## config.mk

```make
export PLATFORM = sky130hd
export DESIGN_NAME = csr_core_regs
export DESIGN_NICKNAME = d
export VERILOG_FILES = /design/src/csr_pkg.sv /design/src/csr_core_regs.sv /design/src/csr_data_pointer_pair.sv /design/src/csr_stack.sv
export VERILOG_INCLUDE_DIRS = /design/src /design/src/src
export SDC_FILE = /design/constraint.sdc
export NUM_CORES = 1
export LEC_CHECK = 0
export ABC_AREA = 1
export BUFFER_PORTS_ARGS = -buffer_cell sky130_fd_sc_hd__clkbuf_2
export CAP_MARGIN = 30
export CELL_PAD_IN_SITES_DETAIL_PLACEMENT = 1
export CELL_PAD_IN_SITES_GLOBAL_PLACEMENT = 1
export CORE_UTILIZATION = 39
export CTS_CLUSTER_DIAMETER = 40
export DETAILED_ROUTE_END_ITERATION = 10
export GPL_ROUTABILITY_DRIVEN = 0
export GPL_TIMING_DRIVEN = 0
export PLACE_DENSITY_LB_ADDON = 0.1
export SLEW_MARGIN = 0
export SYNTH_ARGS = -nofsm -noshare
export SYNTH_HDL_FRONTEND = slang
export SYNTH_SLANG_ARGS = --single-unit
```

## constraint.sdc

```tcl
create_clock -name i_clock -period 2.1 [get_ports i_clock]
set_clock_uncertainty 0.15 [all_clocks]
set_input_delay 0 -clock i_clock [delete_from_list [all_inputs] [get_ports i_clock]]
set_output_delay 0 -clock i_clock [all_outputs]
set_load 0.01 [all_outputs]
```

## src/csr_params.svh

```systemverilog
// Offsets, field positions and reset values of the core special registers.
// Assumes inclusion by bare name from every file that decodes registers.
`ifndef CSR_PARAMS_SVH
`define CSR_PARAMS_SVH

// ---------------------------------------------------------------------
// Register offsets
// ---------------------------------------------------------------------
`define CSR_ADDR_SP      8'h81
`define CSR_ADDR_P0LO    8'h82
`define CSR_ADDR_P0HI    8'h83
`define CSR_ADDR_P1LO    8'h84
`define CSR_ADDR_P1HI    8'h85
`define CSR_ADDR_INTERFACE_CONTROL   8'h8f
`define CSR_ADDR_AUX     8'h91
`define CSR_ADDR_PSW     8'hd0
`define CSR_ADDR_ACC     8'he0
`define CSR_ADDR_B       8'hf0

// ---------------------------------------------------------------------
// Reset values
// ---------------------------------------------------------------------
`define CSR_RST_SP       8'h07
`define CSR_RST_BYTE     8'h00
`define CSR_RST_PTR      16'h0000

// ---------------------------------------------------------------------
// Field positions and writable masks
// ---------------------------------------------------------------------
`define CSR_PSW_CY       7
`define CSR_PSW_AC       6
`define CSR_PSW_RS_HI    4
`define CSR_PSW_RS_LO    3
`define CSR_PSW_OV       2
`define CSR_PSW_P        0
`define CSR_PSW_WMASK    8'hfe
`define CSR_IFC_ITS      7
`define CSR_IFC_CODE_PROTECT_FLAG     6
`define CSR_IFC_ALE_HI   3
`define CSR_IFC_ALE_LO   2
`define CSR_IFC_IN_SYSTEM_PROG_ENABLE     0
`define CSR_IFC_WMASK    8'h8d
`define CSR_AUX_BRGS     7
`define CSR_AUX_P1UR     4
`define CSR_AUX_DPS      0
`define CSR_AUX_WMASK    8'h91

`endif

```

## src/csr_pkg.sv

```systemverilog
// Types shared by the core special register files.
// Assumes nothing of its surroundings.
package csr_pkg;
    typedef logic [7:0]  csr_byte_t;
    typedef logic [15:0] csr_word_t;
    typedef enum logic [1:0] {
        CSR_LATCH_ALWAYS = 2'b00,
        CSR_LATCH_NEVER  = 2'b01,
        CSR_LATCH_EXT    = 2'b10,
        CSR_LATCH_RSVD   = 2'b11
    } csr_latch_mode_t;
endpackage : csr_pkg

```

## src/csr_core_regs.sv

```systemverilog
// Special register set of the 8-bit core: operand registers, status word,
// stack pointer, dual data pointers, auxiliary and interface control.
// Assumes the core's internal register port and one clock with sync reset.
`timescale 1ns/10ps
`default_nettype none
`include "csr_params.svh"
module csr_core_regs (
    // Clock and reset
    input  wire logic               i_clock,
    input  wire logic               i_rst,
    // Internal register port
    input  wire csr_pkg::csr_byte_t i_sfr_addr,
    input  wire logic               i_sfr_wr,
    input  wire logic               i_sfr_rd,
    input  wire csr_pkg::csr_byte_t i_sfr_wdata,
    output var  csr_pkg::csr_byte_t o_sfr_rdata,
    output var  logic               o_sfr_hit,
    // Main and second operand results
    input  wire logic               i_acc_we,
    input  wire csr_pkg::csr_byte_t i_acc_wdata,
    input  wire logic               i_b_we,
    input  wire csr_pkg::csr_byte_t i_b_wdata,
    // Arithmetic flag results
    input  wire logic               i_cy_we,
    input  wire logic               i_cy,
    input  wire logic               i_ac_we,
    input  wire logic               i_ac,
    input  wire logic               i_ov_we,
    input  wire logic               i_ov,
    // Stack operations
    input  wire logic               i_push,
    input  wire logic               i_pop,
    // Data pointer operations
    input  wire logic               i_data_pointer_pair_load,
    input  wire csr_pkg::csr_word_t i_data_pointer_pair_data,
    input  wire logic               i_data_pointer_pair_inc,
    // External access and protection status
    input  wire logic               i_ext_access,
    input  wire logic               i_code_protect,
    // Register state towards the core
    output var  csr_pkg::csr_byte_t o_acc,
    output var  csr_pkg::csr_byte_t o_b,
    output var  csr_pkg::csr_byte_t o_psw,
    output var  logic               o_parity,
    output var  logic [4:0]         o_bank_base,
    output var  csr_pkg::csr_byte_t o_stack_ptr,
    output var  csr_pkg::csr_word_t o_data_pointer_pair,
    output var  logic               o_data_pointer_pair_sel,
    // Control outputs
    output var  logic               o_one_clock_mode,
    output var  logic               o_latch_strobe_en,
    output var  logic               o_isp_enable,
    output var  logic               o_baud_gen_sel,
    output var  logic               o_port1_uart_route
);
    import csr_pkg::*;

    // -----------------------------------------------------------------
    // Address decode
    // -----------------------------------------------------------------
    logic wr_sp;
    logic wr_p0lo;
    logic wr_p0hi;
    logic wr_p1lo;
    logic wr_p1hi;
    logic wr_interface_control;
    logic wr_aux;
    logic wr_psw;
    logic wr_acc;
    logic wr_b;
    logic addr_hit;

    always_comb begin
        wr_sp    = i_sfr_wr && (i_sfr_addr == `CSR_ADDR_SP);
        wr_p0lo  = i_sfr_wr && (i_sfr_addr == `CSR_ADDR_P0LO);
        wr_p0hi  = i_sfr_wr && (i_sfr_addr == `CSR_ADDR_P0HI);
        wr_p1lo  = i_sfr_wr && (i_sfr_addr == `CSR_ADDR_P1LO);
        wr_p1hi  = i_sfr_wr && (i_sfr_addr == `CSR_ADDR_P1HI);
        wr_interface_control = i_sfr_wr && (i_sfr_addr == `CSR_ADDR_INTERFACE_CONTROL);
        wr_aux   = i_sfr_wr && (i_sfr_addr == `CSR_ADDR_AUX);
        wr_psw   = i_sfr_wr && (i_sfr_addr == `CSR_ADDR_PSW);
        wr_acc   = i_sfr_wr && (i_sfr_addr == `CSR_ADDR_ACC);
        wr_b     = i_sfr_wr && (i_sfr_addr == `CSR_ADDR_B);
    end

    always_comb begin
        unique case (i_sfr_addr)
            `CSR_ADDR_SP, `CSR_ADDR_P0LO, `CSR_ADDR_P0HI,
            `CSR_ADDR_P1LO, `CSR_ADDR_P1HI, `CSR_ADDR_INTERFACE_CONTROL,
            `CSR_ADDR_AUX, `CSR_ADDR_PSW, `CSR_ADDR_ACC,
            `CSR_ADDR_B: begin
                addr_hit = 1'b1;
            end
            default: begin
                addr_hit = 1'b0;
            end
        endcase
    end

    // -----------------------------------------------------------------
    // Main operand register
    // -----------------------------------------------------------------
    csr_byte_t next_acc;

    // Instruction result takes priority over a register-port write
    always_comb begin
        next_acc = o_acc;
        if (i_acc_we) begin
            next_acc = i_acc_wdata;
        end else if (wr_acc) begin
            next_acc = i_sfr_wdata;
        end
    end

    always_ff @(posedge i_clock) begin
        if (i_rst) begin
            o_acc <= `CSR_RST_BYTE;
        end else begin
            o_acc <= next_acc;
        end
    end

    // -----------------------------------------------------------------
    // Second operand register
    // -----------------------------------------------------------------
    always_ff @(posedge i_clock) begin
        if (i_rst) begin
            o_b <= `CSR_RST_BYTE;
        end else if (i_b_we) begin
            o_b <= i_b_wdata;
        end else if (wr_b) begin
            o_b <= i_sfr_wdata;
        end
    end

    // -----------------------------------------------------------------
    // Program status word
    // -----------------------------------------------------------------
    csr_byte_t next_psw;

    always_comb begin
        next_psw = o_psw;
        if (wr_psw) begin
            // User flags, bank select and arithmetic flags store writes
            next_psw = (i_sfr_wdata & `CSR_PSW_WMASK)
                     | (o_psw & ~`CSR_PSW_WMASK);
        end
        if (i_cy_we) begin
            next_psw[`CSR_PSW_CY] = i_cy;
        end
        if (i_ac_we) begin
            next_psw[`CSR_PSW_AC] = i_ac;
        end
        if (i_ov_we) begin
            next_psw[`CSR_PSW_OV] = i_ov;
        end
        // Bit plus operand ones make an even count
        next_psw[`CSR_PSW_P] = ^next_acc;
    end

    always_ff @(posedge i_clock) begin
        if (i_rst) begin
            o_psw <= `CSR_RST_BYTE;
        end else begin
            o_psw <= next_psw;
        end
    end

    always_ff @(posedge i_clock) begin
        if (i_rst) begin
            o_parity <= 1'b0;
        end else begin
            o_parity <= ^next_acc;
        end
    end

    // Working bank base address in internal RAM
    always_ff @(posedge i_clock) begin
        if (i_rst) begin
            o_bank_base <= 5'h00;
        end else begin
            o_bank_base <= {next_psw[`CSR_PSW_RS_HI:`CSR_PSW_RS_LO],
                            3'h0};
        end
    end

    // -----------------------------------------------------------------
    // Stack pointer
    // -----------------------------------------------------------------
    csr_stack u_stack (
        .i_clock (i_clock),
        .i_rst   (i_rst),
        .i_wr    (wr_sp),
        .i_wdata (i_sfr_wdata),
        .i_push  (i_push),
        .i_pop   (i_pop),
        .o_ptr   (o_stack_ptr)
    );

    // -----------------------------------------------------------------
    // Data pointers
    // -----------------------------------------------------------------
    csr_word_t ptr_q [2];

    csr_data_pointer_pair #(
        .N_PTR (2)
    ) u_data_pointer_pair (
        .i_clock     (i_clock),
        .i_rst       (i_rst),
        .i_lo_we     ({wr_p1lo, wr_p0lo}),
        .i_hi_we     ({wr_p1hi, wr_p0hi}),
        .i_wdata     (i_sfr_wdata),
        .i_sel_we    (wr_aux),
        .i_sel_wdata (i_sfr_wdata[`CSR_AUX_DPS]),
        .i_load      (i_data_pointer_pair_load),
        .i_load_data (i_data_pointer_pair_data),
        .i_inc       (i_data_pointer_pair_inc),
        .o_ptr       (ptr_q),
        .o_sel       (o_data_pointer_pair_sel),
        .o_active    (o_data_pointer_pair)
    );

    // -----------------------------------------------------------------
    // Auxiliary register
    // -----------------------------------------------------------------
    // Only the baud generator select and UART routing bits are held here; the pointer select is in u_data_pointer_pair
    always_ff @(posedge i_clock) begin
        if (i_rst) begin
            o_baud_gen_sel     <= 1'b0;
            o_port1_uart_route <= 1'b0;
        end else if (wr_aux) begin
            o_baud_gen_sel     <= i_sfr_wdata[`CSR_AUX_BRGS];
            o_port1_uart_route <= i_sfr_wdata[`CSR_AUX_P1UR];
        end
    end

    // -----------------------------------------------------------------
    // Interface control register
    // -----------------------------------------------------------------
    csr_latch_mode_t latch_mode;
    logic            code_protect;

    always_ff @(posedge i_clock) begin
        if (i_rst) begin
            o_one_clock_mode <= 1'b0;
            latch_mode       <= CSR_LATCH_ALWAYS;
            o_isp_enable     <= 1'b0;
        end else if (wr_interface_control) begin
            o_one_clock_mode <= i_sfr_wdata[`CSR_IFC_ITS];
            latch_mode       <= csr_latch_mode_t'(
                i_sfr_wdata[`CSR_IFC_ALE_HI:`CSR_IFC_ALE_LO]);
            o_isp_enable     <= i_sfr_wdata[`CSR_IFC_IN_SYSTEM_PROG_ENABLE];
        end
    end

    // Protection status follows the flash state only, never the bus
    always_ff @(posedge i_clock) begin
        if (i_rst) begin
            code_protect <= 1'b0;
        end else begin
            code_protect <= i_code_protect;
        end
    end

    // Address latch strobe enable
    logic next_strobe_en;

    always_comb begin
        unique case (latch_mode)
            CSR_LATCH_ALWAYS: begin
                next_strobe_en = 1'b1;
            end
            CSR_LATCH_NEVER: begin
                next_strobe_en = 1'b0;
            end
            CSR_LATCH_EXT: begin
                next_strobe_en = i_ext_access;
            end
            CSR_LATCH_RSVD: begin
                next_strobe_en = 1'b1;
            end
        endcase
    end

    always_ff @(posedge i_clock) begin
        if (i_rst) begin
            o_latch_strobe_en <= 1'b1;
        end else begin
            o_latch_strobe_en <= next_strobe_en;
        end
    end

    // -----------------------------------------------------------------
    // Read data
    // -----------------------------------------------------------------
    csr_byte_t next_rdata;
    csr_byte_t interface_control_view;
    csr_byte_t aux_view;

    always_comb begin
        interface_control_view = 8'h00;
        interface_control_view[`CSR_IFC_ITS]  = o_one_clock_mode;
        interface_control_view[`CSR_IFC_CODE_PROTECT_FLAG] = code_protect;
        interface_control_view[`CSR_IFC_ALE_HI:`CSR_IFC_ALE_LO] = latch_mode;
        interface_control_view[`CSR_IFC_IN_SYSTEM_PROG_ENABLE] = o_isp_enable;
        aux_view = 8'h00;
        aux_view[`CSR_AUX_BRGS] = o_baud_gen_sel;
        aux_view[`CSR_AUX_P1UR] = o_port1_uart_route;
        aux_view[`CSR_AUX_DPS]  = o_data_pointer_pair_sel;
    end

    always_comb begin
        unique case (i_sfr_addr)
            `CSR_ADDR_SP: begin
                next_rdata = o_stack_ptr;
            end
            `CSR_ADDR_P0LO: begin
                next_rdata = ptr_q[0][7:0];
            end
            `CSR_ADDR_P0HI: begin
                next_rdata = ptr_q[0][15:8];
            end
            `CSR_ADDR_P1LO: begin
                next_rdata = ptr_q[1][7:0];
            end
            `CSR_ADDR_P1HI: begin
                next_rdata = ptr_q[1][15:8];
            end
            `CSR_ADDR_INTERFACE_CONTROL: begin
                next_rdata = interface_control_view;
            end
            `CSR_ADDR_AUX: begin
                next_rdata = aux_view;
            end
            `CSR_ADDR_PSW: begin
                next_rdata = o_psw;
            end
            `CSR_ADDR_ACC: begin
                next_rdata = o_acc;
            end
            `CSR_ADDR_B: begin
                next_rdata = o_b;
            end
            default: begin
                next_rdata = 8'h00;
            end
        endcase
    end

    // Read answer one cycle after the strobe; held until the next read
    always_ff @(posedge i_clock) begin
        if (i_rst) begin
            o_sfr_rdata <= 8'h00;
            o_sfr_hit   <= 1'b0;
        end else if (i_sfr_rd) begin
            o_sfr_rdata <= next_rdata;
            o_sfr_hit   <= addr_hit;
        end
    end
endmodule : csr_core_regs
`default_nettype wire

```

## src/csr_data_pointer_pair.sv

```systemverilog
// Two 16-bit data pointers and the select bit that picks one.
// Assumes byte writes are decoded by the parent from the register bus.
`timescale 1ns/10ps
`default_nettype none
`include "csr_params.svh"
module csr_data_pointer_pair #(
    parameter int N_PTR = 2
) (
    // Clock and reset
    input  wire logic          i_clock,
    input  wire logic          i_rst,
    // Byte writes, low then high per pointer
    input  wire logic [N_PTR-1:0] i_lo_we,
    input  wire logic [N_PTR-1:0] i_hi_we,
    input  wire csr_pkg::csr_byte_t i_wdata,
    // Select bit write
    input  wire logic          i_sel_we,
    input  wire logic          i_sel_wdata,
    // Operations on the active pointer
    input  wire logic          i_load,
    input  wire csr_pkg::csr_word_t i_load_data,
    input  wire logic          i_inc,
    // State
    output var  csr_pkg::csr_word_t o_ptr [N_PTR],
    output var  logic          o_sel,
    output var  csr_pkg::csr_word_t o_active
);
    import csr_pkg::*;

    csr_word_t next_ptr [N_PTR];
    logic      next_sel;

    always_comb begin
        next_sel = i_sel_we ? i_sel_wdata : o_sel;
    end

    for (genvar g = 0; g < N_PTR; g++) begin : g_ptr
        always_comb begin
            next_ptr[g] = o_ptr[g];
            if (i_lo_we[g]) begin
                next_ptr[g][7:0] = i_wdata;
            end
            if (i_hi_we[g]) begin
                next_ptr[g][15:8] = i_wdata;
            end
            if (!i_lo_we[g] && !i_hi_we[g] && (32'(o_sel) == g)) begin
                if (i_load) begin
                    next_ptr[g] = i_load_data;
                end else if (i_inc) begin
                    next_ptr[g] = o_ptr[g] + 16'h0001;
                end
            end
        end

        always_ff @(posedge i_clock) begin
            if (i_rst) begin
                o_ptr[g] <= `CSR_RST_PTR;
            end else begin
                o_ptr[g] <= next_ptr[g];
            end
        end
    end

    always_ff @(posedge i_clock) begin
        if (i_rst) begin
            o_sel    <= 1'b0;
            o_active <= `CSR_RST_PTR;
        end else begin
            o_sel    <= next_sel;
            o_active <= next_ptr[next_sel];
        end
    end
endmodule : csr_data_pointer_pair
`default_nettype wire

```

## src/csr_stack.sv

```systemverilog
// Stack pointer with pre-increment push and post-decrement pop.
// Assumes push and pop pulses come from the core sequencer.
`timescale 1ns/10ps
`default_nettype none
`include "csr_params.svh"
module csr_stack (
    // Clock and reset
    input  wire logic          i_clock,
    input  wire logic          i_rst,
    // Register write
    input  wire logic          i_wr,
    input  wire csr_pkg::csr_byte_t i_wdata,
    // Stack operations
    input  wire logic          i_push,
    input  wire logic          i_pop,
    // Top of stack
    output var  csr_pkg::csr_byte_t o_ptr
);
    import csr_pkg::*;

    csr_byte_t next_ptr;

    always_comb begin
        next_ptr = o_ptr;
        if (i_wr) begin
            next_ptr = i_wdata;
        end else if (i_push && !i_pop) begin
            next_ptr = o_ptr + 8'h01;
        end else if (i_pop && !i_push) begin
            next_ptr = o_ptr - 8'h01;
        end
    end

    always_ff @(posedge i_clock) begin
        if (i_rst) begin
            o_ptr <= `CSR_RST_SP;
        end else begin
            o_ptr <= next_ptr;
        end
    end
endmodule : csr_stack
`default_nettype wire

```

==> results of run 1 <==
==> synthesized netlist by cell type, types with 2 or more instances <==
library cell  instances  area, um2
nand2_1             363       1360
inv_1               123        462
dfxtp_1              98       1960
nand3_1              94        470
nor2_1               91        342
a21oi_1              66        330
o21ai_0              64        320
nand4_1              25        156
inv_2                21       78.8
clkbuf_1             16       60.1
xor2_1               15        131
nor3_1               14       70.1
ha_1                 12        150
buf_2                10       50.1
buf_4                10       75.1
a31oi_1               9       56.3
o22ai_1               9       56.3
o21ai_1               8       40.0
nor2_2                7       43.8
a21oi_2               6       52.6
nand2_2               6       37.5
or2_2                 6       37.5
buf_6                 5       56.3
nand2_4               4       45.0
nor2_4                4       45.0
o211ai_1              4       30.0
o21ai_2               4       35.0
buf_1                 3       11.3
o21a_1                3       22.5
a21boi_1              2       15.0
a21o_1                2       15.0
nand3_2               2       20.0
nand3_4               2       35.0
nand3b_1              2       15.0
nor3_4                2       32.5
o31ai_1               2       15.0
xnor2_1               2       17.5
==> power groups by stage <==
stage | registers, W | logic [W] | clock network [W]
global route | 0.00210 | 0.00126 | 0.00184
CTS | 0.00208 | 0.00110 | 0.00177
detailed placement | 0.00212 | 0.00100 | 0
global placement | 0.00212 | 0.000979 | 0
floorplan | 0.00212 | 0.000592 | 0
finish | 0.00209 | 0.00115 | 0.00176
==> routing by layer <==
metal / vias to the layer above / track usage / wire [um] / part of all wire
met5: - / 0 / 13 / 0.00042
met3: 120 / 0.0664 / 2120 / 0.068
met2: 348 / 0.559 / 14200 / 0.46
met4: 2 / 0.227 / 2100 / 0.068
met1: 4022 / 0.417 / 12600 / 0.41
li1: 4032 / - / - / -
==> worst reg2reg max path: cells and delay by family (launching register included) <==
family / cells / cell delay, ns
simple gates: 9 / 0.93
buf+inv: 1 / 0.04
fa+ha+maj: 1 / 0.17
compound gates: 1 / 0.20
flops: 1 / 0.41
==> per-stage QoR <==
step | TNS [ns] | total power [W] | setup WS [ns] | std cells
4_1_cts | -0.0128 | 0.00495 | -0.0128 | 1556
6_report | 0 | 0.00499 | 0.0431 | 1568
3_3_place_gp | -0.655 | 0.00310 | -0.106 | 1478
3_5_place_dp | -1.07 | 0.00313 | -0.142 | 1478
2_1_floorplan | 0 | 0.00271 | 0.365 | 1128
5_1_grt | -0.0595 | 0.00520 | -0.0231 | 1568
==> logic make-up after synthesis <==
family / synth area share
AO/OA/AOI/OAI: 0.147
XOR/XNOR: 0.0216
adder cells (fa/ha/maj): 0.0247
buffers and inverters: 0.117
flip-flops: 0.285
other: 0.000545
AND/OR/NAND/NOR: 0.404
==> flip-flops by register name, indices dropped and copies added (netlist names), 2 cells and up <==
name and cells:
u_data_pointer_pair.o_ptr 32, u_data_pointer_pair.o_active 16, o_acc 8, o_b 8, o_psw 8, o_sfr_rdata 8, u_stack.o_ptr 8, latch_mode 2
==> timing repair <==
item | in CTS | in global routing
buffers inserted | 0 | 12
gates resized for setup | 4 | 43
hold endpoints to repair | 77 | 0
hold buffers | 62 | 0
endpoints found under the setup margin | 6 | 25
pin swaps | 0 | 11
==> final cells by class <==
type	count	area [um2]
multi-input combinational	840	4210
inverter	146	553
timing repair buffer	199	1340
clock buffer	11	233
buffer	44	258
tap	225	282
sequential	98	1980
fill	2395	8320
clock inverter	5	63.8
==> worst paths after layout <==
kind                            startpoint                                to  slack (ns)  cells after the start
max                                 i_b_we                            o_b[3]        0.04                      8
min                          i_sfr_addr[2]                      o_isp_enable       -0.03                      5
max reg2reg  u_data_pointer_pair.o_ptr[17]  u_data_pointer_pair.o_active[10]        0.11                     12
min reg2reg                 o_sfr_rdata[0]                    o_sfr_rdata[0]        0.32                      2
==> flow_metrics.py, run 1 <==
metrics = {
    "outcome": {
        "status": "complete, but fails checks",
        "violations": "negative hold slack",
    },
    "yosys": {
        "yosys_warnings": 0,
        "async_flop_share": 0,
        "synthCells": 1126,
        "synth.distinct_cells": 47,
        "synth-seq-cells": 98,
        "avgSynthCellArea_um2": 6.11,
        "synth_area_um2": 6880,
        "synthFlopType": "dfxtp_1",
        "seq_area_frac_synth": 0.285,
        "synth_enable_flop_cells": 0,
    },
    "power_and_ir_drop": {
        "p_leak_nw": 4.45,
        "seqPwrFrac": 0.418,
        "p_sw_frac": 0.330,
        "powerDensity_nw_per_um2": 560,
        "p_sw_w": 0.00165,
        "p_clk_frac": 0.353,
        "intPower_w": 0.00335,
        "vdd_drop_max_uv": 385,
        "pwr-share-comb": 0.229,
    },
    "timing": {
        "finalMaxSlewViolations": 0,
        "rsz0062_at_grt": "yes",
        "hold_ws_ns": -0.0317,
        "final-setup-viol-count": 0,
        "period_minus_slack_ns": 2.06,
        "fmax_mhz": 486,
        "tightestPinTransition_ns": 0.846,
        "hold_violations": 2,
        "relSlewSlack": 0.434,
        "finalCritPeriodShare": 0.979,
    },
    "flow_run": {
        "drv_cap": 0,
    },
    "die": {
        "num_rows": 48,
        "core_area_um2": 17200,
        "die-area_um2": 18200,
        "start_util": 0.399,
        "ioPinCount": 135,
        "fp.dieW_um": 135,
        "die_h_um": 135,
    },
    "detailed_routing": {
        "drtIter0Drc": 545,
        "drc": 0,
        "wirelength_mm": 31.0,
        "vias": 8524,
        "wl_per_cell_um": 19.8,
        "viasPerCell": 5.44,
        "drtPass1Iterations": 5,
        "drtAntennaViolNets": 0,
    },
    "clocking": {
        "cts_root_buffer": "clkbuf_16",
        "cts_buffers": 9,
        "ctsLongestPathBuffers": 2,
        "cts.clk_slew.worst_paths_ns": 0.07,
        "cts_max_level": 3,
        "clock_sinks": 98,
        "cts_tree": "yes",
        "insertion_delay_ns": 0.37,
    },
    "final_layout": {
        "nNetsFinal": 1417,
        "n_antenna_cell": 0,
        "layout_commonest_cell": "nand2_1",
        "stdcell_area_um2": 8920,
        "layout_common_cells": "nand2_1, clkbuf_2, inv_1",
        "final_util": 0.517,
        "drive_gt1_frac": 0.208,
        "synthToLayoutAreaGrowth_pct": 29.7,
    },
    "worst_setup_path": {
        "cp_cell_sequence": "dlygate4sd3_1 > clkbuf_2 > inv_2 > nand2_1 > o21ai_0 > dlygate4sd3_1 > a21oi_1 > dlygate4sd3_1",
        "crit_required_ns": 2.20,
        "path_delay_family": "buffers and inverters",
        "crit_path_max_fanout": 7,
        "critPathBufInv": 5,
        "slowest_stage": "dlygate4sd3_1",
        "cp-start-kind": "input pin",
        "criticalPathCategory": "in -> reg",
        "end_kind": "register",
        "cp_common_cell": "dlygate4sd3_1",
        "critPathArrivalTime_ns": 2.16,
        "cpPeakStageDelay_ns": 0.58,
    },
    "grt": {
        "first_global_vias": 8516,
        "grt_max_degree": 17,
        "grt_pass1_wl_mm": 46.7,
        "grt_overflow": 0,
        "grt_use_total": 0.345,
        "antenna_found_initial": 2,
    },
    "placed_design": {
        "numPortBuffers": 125,
        "placed_cell_area_um2": 7790,
        "dp_hpwl_mm": 22.8,
    },
    "min_path": {
        "min_path_type": "in -> reg",
    },
}
(Power assumes the default switching activity.)
==> run 2: changes to the inputs <==
--- a/config.mk
+++ b/config.mk
@@ -11,6 +11,7 @@
 export CAP_MARGIN = 30
 export CELL_PAD_IN_SITES_DETAIL_PLACEMENT = 1
 export CELL_PAD_IN_SITES_GLOBAL_PLACEMENT = 1
+export CORE_MARGIN = 5
 export CORE_UTILIZATION = 39
 export CTS_CLUSTER_DIAMETER = 40
 export DETAILED_ROUTE_END_ITERATION = 10
==> flow_metrics.py, run 2 (synthesis results as in run 1) <==
metrics = {
    "outcome": {
        "status": "finished, final reports clean",
    },
    "detailed_routing": {
        "wl_per_cell_um": 20.1,
        "drc": 0,
        "viasPerCell": 5.37,
        "drtPass1Iterations": 5,
        "drtAntennaViolNets": 0,
        "wirelength_mm": 31.3,
        "vias": 8378,
        "drtIter0Drc": 534,
    },
    "timing": {
        "period_minus_slack_ns": 2.04,
        "fin_ws_ns": 0.0562,
        "relSlewSlack": 0.440,
        "final-setup-viol-count": 0,
        "fmax_mhz": 489,
        "finalCritPeriodShare": 0.973,
        "tightestPinTransition_ns": 0.840,
        "hold_violations": 0,
        "rsz0062_at_grt": "yes",
        "finalMaxSlewViolations": 0,
    },
    "placed_design": {
        "dp_hpwl_mm": 23.4,
        "dp_slack_ns": -0.127,
        "numPortBuffers": 125,
        "placed_cell_area_um2": 7790,
        "dp_cells": 1478,
    },
    "die": {
        "fp.dieW_um": 143,
        "ioPinCount": 135,
        "die_h_um": 143,
        "num_rows": 48,
        "core_area_um2": 17300,
        "die-area_um2": 20400,
        "start_util": 0.398,
    },
    "clocking": {
        "cts_max_level": 3,
        "cts_root_buffer": "clkbuf_16",
        "cts_buffers": 9,
        "insertion_delay_ns": 0.36,
        "cts.clk_slew.worst_paths_ns": 0.07,
        "clock_sinks": 98,
        "cts_tree": "yes",
        "ctsLongestPathBuffers": 2,
    },
    "worst_setup_path": {
        "critPathArrivalTime_ns": 2.20,
        "end_kind": "register",
        "crit_path_max_fanout": 7,
        "cp-start-kind": "input pin",
        "criticalPathCategory": "in -> reg",
        "crit_required_ns": 2.25,
    },
    "grt": {
        "grt_max_degree": 16,
        "grt_use_total": 0.307,
        "antenna_found_initial": 0,
        "grt_overflow": 0,
        "first_global_vias": 8604,
        "grt_pass1_wl_mm": 47.8,
    },
    "final_layout": {
        "finalNonFillerCells": 1559,
        "synthToLayoutAreaGrowth_pct": 28.3,
        "largest_register_ffs": 32,
        "n_antenna_cell": 0,
        "top_register": "u_data_pointer_pair.o_ptr",
        "layout_common_cells": "nand2_1, clkbuf_2, inv_1",
        "stdcell_area_um2": 8820,
        "drive_gt1_frac": 0.200,
        "largestRegisters": "u_data_pointer_pair.o_ptr (32), u_data_pointer_pair.o_active (16)",
        "nNetsFinal": 1409,
        "layout_commonest_cell": "nand2_1",
    },
    "flow_run": {
        "drv_cap": 0,
    },
    "power_and_ir_drop": {
        "powerDensity_nw_per_um2": 563,
        "p_leak_nw": 4.42,
        "vdd_drop_max_uv": 377,
        "power.total_w": 0.00497,
    },
    "min_path": {
        "min_path_type": "in -> reg",
    },
}
run 2: stage by stage:
step | TNS (ns) | util | hold WS [ns]
after global routing | -0.0426 | 0.510 | 0.0124
final | 0 | 0.510 | 0.0000576
after detailed placement | -1.15 | 0.451 | 0.0877
after global placement | -0.603 | 0.451 | 0.0845
after floorplan | 0 | - | -0.0430
after CTS | 0 | 0.502 | 0.00195
run 2: repair_timing:
item	in CTS	in global routing
setup endpoints to repair	6	20
hold buffers	58	1
setup buffers	0	8
endpoints found under the hold margin	71	1
resized for setup	5	34
pin swaps	0	8
run 2: power breakdown:
| group | total (W) | switching [W] | leakage (nW) | internal, W |
|---|---|---|---|---|
| Sequential | 0.00209 | 0.000125 | 0.807 | 0.00196 |
| Clock | 0.00176 | 0.000800 | 0.142 | 0.000955 |
| Combinational | 0.00113 | 0.000693 | 3.47 | 0.000437 |
run 2: worst paths after layout:
path / slack, ns / startpoint / to / cells after the start
max: 0.06 / i_b_we / o_b[6] / 8
min: 0.00006 / i_sfr_wr / o_baud_gen_sel / 4
max reg2reg: 0.06 / u_data_pointer_pair.o_ptr[7] / u_data_pointer_pair.o_active[13] / 10
min reg2reg: 0.33 / o_sfr_rdata[5] / o_sfr_rdata[5] / 2
run 2: layout make-up:
class,count,area [um2]
Buffer,44,254
Clock buffer,11,243
Clock inverter,4,51.3
Fill cell,2376,8470
Inverter,146,553
Multi-Input combinational cell,840,4190
Sequential cell,98,1980
Tap cell,225,282
Timing Repair Buffer,191,1270
run 2: worst max-delay path, cell delays in order:
cell and delay [ns]:
dlygate4sd3_1 0.52, clkbuf_2 0.12, inv_2 0.06, nand2_1 0.08
o21ai_0 0.08, dlygate4sd3_1 0.56, a21oi_1 0.19, dlygate4sd3_1 0.58
run 2: layer usage:
layer / wire [um] / vias up / global-route usage / part of all wire
met5: 0 / - / 0 / 0
met4: 1440 / 0 / 0.141 / 0.046
met3: 2070 / 84 / 0.0670 / 0.066
met2: 14800 / 298 / 0.517 / 0.47
met1: 13000 / 3969 / 0.374 / 0.42
li1: - / 4027 / - / -
==> run 3: changes to the inputs <==
--- a/config.mk
+++ b/config.mk
@@ -12,7 +12,7 @@
 export CELL_PAD_IN_SITES_DETAIL_PLACEMENT = 1
 export CELL_PAD_IN_SITES_GLOBAL_PLACEMENT = 1
 export CORE_MARGIN = 5
-export CORE_UTILIZATION = 39
+export CORE_UTILIZATION = 33
 export CTS_CLUSTER_DIAMETER = 40
 export DETAILED_ROUTE_END_ITERATION = 10
 export GPL_ROUTABILITY_DRIVEN = 0
==> flow_metrics.py, run 3 (synthesis results as in run 1) <==
metrics = {
    "die": {
        "fp.dieW_um": 154,
        "die_h_um": 154,
        "core_area_um2": 20400,
        "num_rows": 52,
        "die-area_um2": 23800,
        "ioPinCount": 135,
        "start_util": 0.338,
    },
    "grt": {
        "antenna_found_initial": 0,
        "grt_pass1_wl_mm": 47.5,
        "grt_max_degree": 15,
        "grt_overflow": 0,
        "first_global_vias": 8250,
        "grt_use_total": 0.258,
    },
    "worst_setup_path": {
        "cp-start-kind": "input pin",
        "end_kind": "register",
        "criticalPathCategory": "in -> reg",
        "crit_path_max_fanout": 7,
        "crit_required_ns": 2.20,
        "critPathArrivalTime_ns": 2.08,
    },
    "final_layout": {
        "regArea_um2": 1980,
        "drive_gt1_frac": 0.198,
        "multiInputGateArea_um2": 4210,
        "synthToLayoutAreaGrowth_pct": 28.4,
        "n_antenna_cell": 0,
        "largestRegisters": "u_data_pointer_pair.o_ptr (32), u_data_pointer_pair.o_active (16)",
        "finalNonFillerCells": 1596,
        "layout_common_cells": "nand2_1, clkbuf_2, inv_1",
        "top_register": "u_data_pointer_pair.o_ptr",
        "largest_register_ffs": 32,
        "fill_cells": 2780,
        "layout_commonest_cell": "nand2_1",
        "nNetsFinal": 1402,
    },
    "detailed_routing": {
        "wl_per_cell_um": 19.5,
        "vias": 8191,
        "drc": 0,
        "drtPass1Iterations": 5,
        "drtIter0Drc": 439,
        "drtAntennaViolNets": 0,
        "wirelength_mm": 31.2,
        "viasPerCell": 5.13,
    },
    "timing": {
        "hold_violations": 1,
        "fin_ws_ns": 0.114,
        "relSlewSlack": 0.453,
        "finalCritPeriodShare": 0.946,
        "fmax_mhz": 503,
        "rsz0062_at_grt": "yes",
        "final-setup-viol-count": 0,
        "hold_ws_ns": -0.00147,
        "period_minus_slack_ns": 1.99,
        "finalMaxSlewViolations": 0,
        "tightestPinTransition_ns": 0.818,
    },
    "min_path": {
        "min_path_type": "in -> reg",
    },
    "clocking": {
        "clock_sinks": 98,
        "ctsLongestPathBuffers": 2,
        "cts_root_buffer": "clkbuf_16",
        "cts_tree": "yes",
        "insertion_delay_ns": 0.36,
        "cts.clk_slew.worst_paths_ns": 0.07,
        "cts_max_level": 3,
        "cts_buffers": 9,
    },
    "placed_design": {
        "dp_hpwl_mm": 24.3,
        "dp_cells": 1523,
        "dp_slack_ns": -0.115,
        "numPortBuffers": 125,
    },
    "flow_run": {
        "drv_cap": 0,
    },
    "power_and_ir_drop": {
        "powerDensity_nw_per_um2": 558,
        "p_leak_nw": 4.37,
        "vdd_drop_max_uv": 311,
    },
    "outcome": {
        "status": "complete, but fails checks",
        "violations": "negative hold slack",
    },
}
==> run 3: cell count changes in the layout (fill, tap and decap cells not counted), sizes merged <==
cell         previous run  this run
buf                    36        33
dlygate4sd3            59        54
clkinv                  2         1
clkbuf                151       153
inv                   146       145
==> run 3: cell type report <==
type	count	area share
sequential	98	0.224
buffer	44	0.0286
inverter	146	0.0626
tap	270	0.0382
clock inverter	2	0.00425
clock buffer	12	0.0290
multi-input combinational	840	0.477
timing repair buffer	184	0.136
==> run 3: routing by layer <==
layer,track usage,vias up,part of all wire
met5,0,-,0
met1,0.325,3904,0.43
met3,0.0408,46,0.052
met4,0.0782,0,0.027
met2,0.454,227,0.49
li1,-,4014,-
==> run 3: timing repair <==
item | in CTS | in global routing
hold buffers | 54 | 0
buffers inserted | 0 | 5
resized for setup | 5 | 33
pin swaps | 0 | 6
setup endpoints to repair | 8 | 19
endpoints found under the hold margin | 72 | 0
==> run 3: through the flow <==
step | utilization | TNS, ns | area, um2 | total power, W
CTS | 0.427 | 0 | 8700 | 0.00498
detailed placement | 0.385 | -0.658 | 7850 | 0.00314
floorplan | - | 0 | 6890 | 0.00271
finish | 0.434 | 0 | 8830 | 0.00493
global route | 0.434 | -0.0690 | 8830 | 0.00517
global placement | 0.385 | -0.474 | 7850 | 0.00312
==> run 3: final timing paths <==
| check | start | end | slack [ns] | cells past startpoint |
|---|---|---|---|---|
| setup / recovery | i_b_we | o_b[3] | 0.11 | 8 |
| hold / removal | i_sfr_addr[4] | o_b[5] | -0.001 | 5 |
| setup reg to reg | u_data_pointer_pair.o_ptr[16] | u_data_pointer_pair.o_active[12] | 0.12 | 13 |
| hold reg to reg | o_sfr_rdata[5] | o_sfr_rdata[5] | 0.32 | 2 |
==> run 3: critical path: stages <==
cell	delay [ns]
dlygate4sd3_1	0.53
clkbuf_2	0.12
inv_2	0.10
nand2_1	0.06
o21ai_0	0.08
dlygate4sd3_1	0.57
a21oi_1	0.07
dlygate4sd3_1	0.55
==> run 3: power by group <==
group          switching [W]  total, W  leakage [nW]  internal (W)
logic               0.000671   0.00110          3.43      0.000427
registers           0.000124   0.00209         0.807       0.00196
clock network       0.000771   0.00175         0.141      0.000978
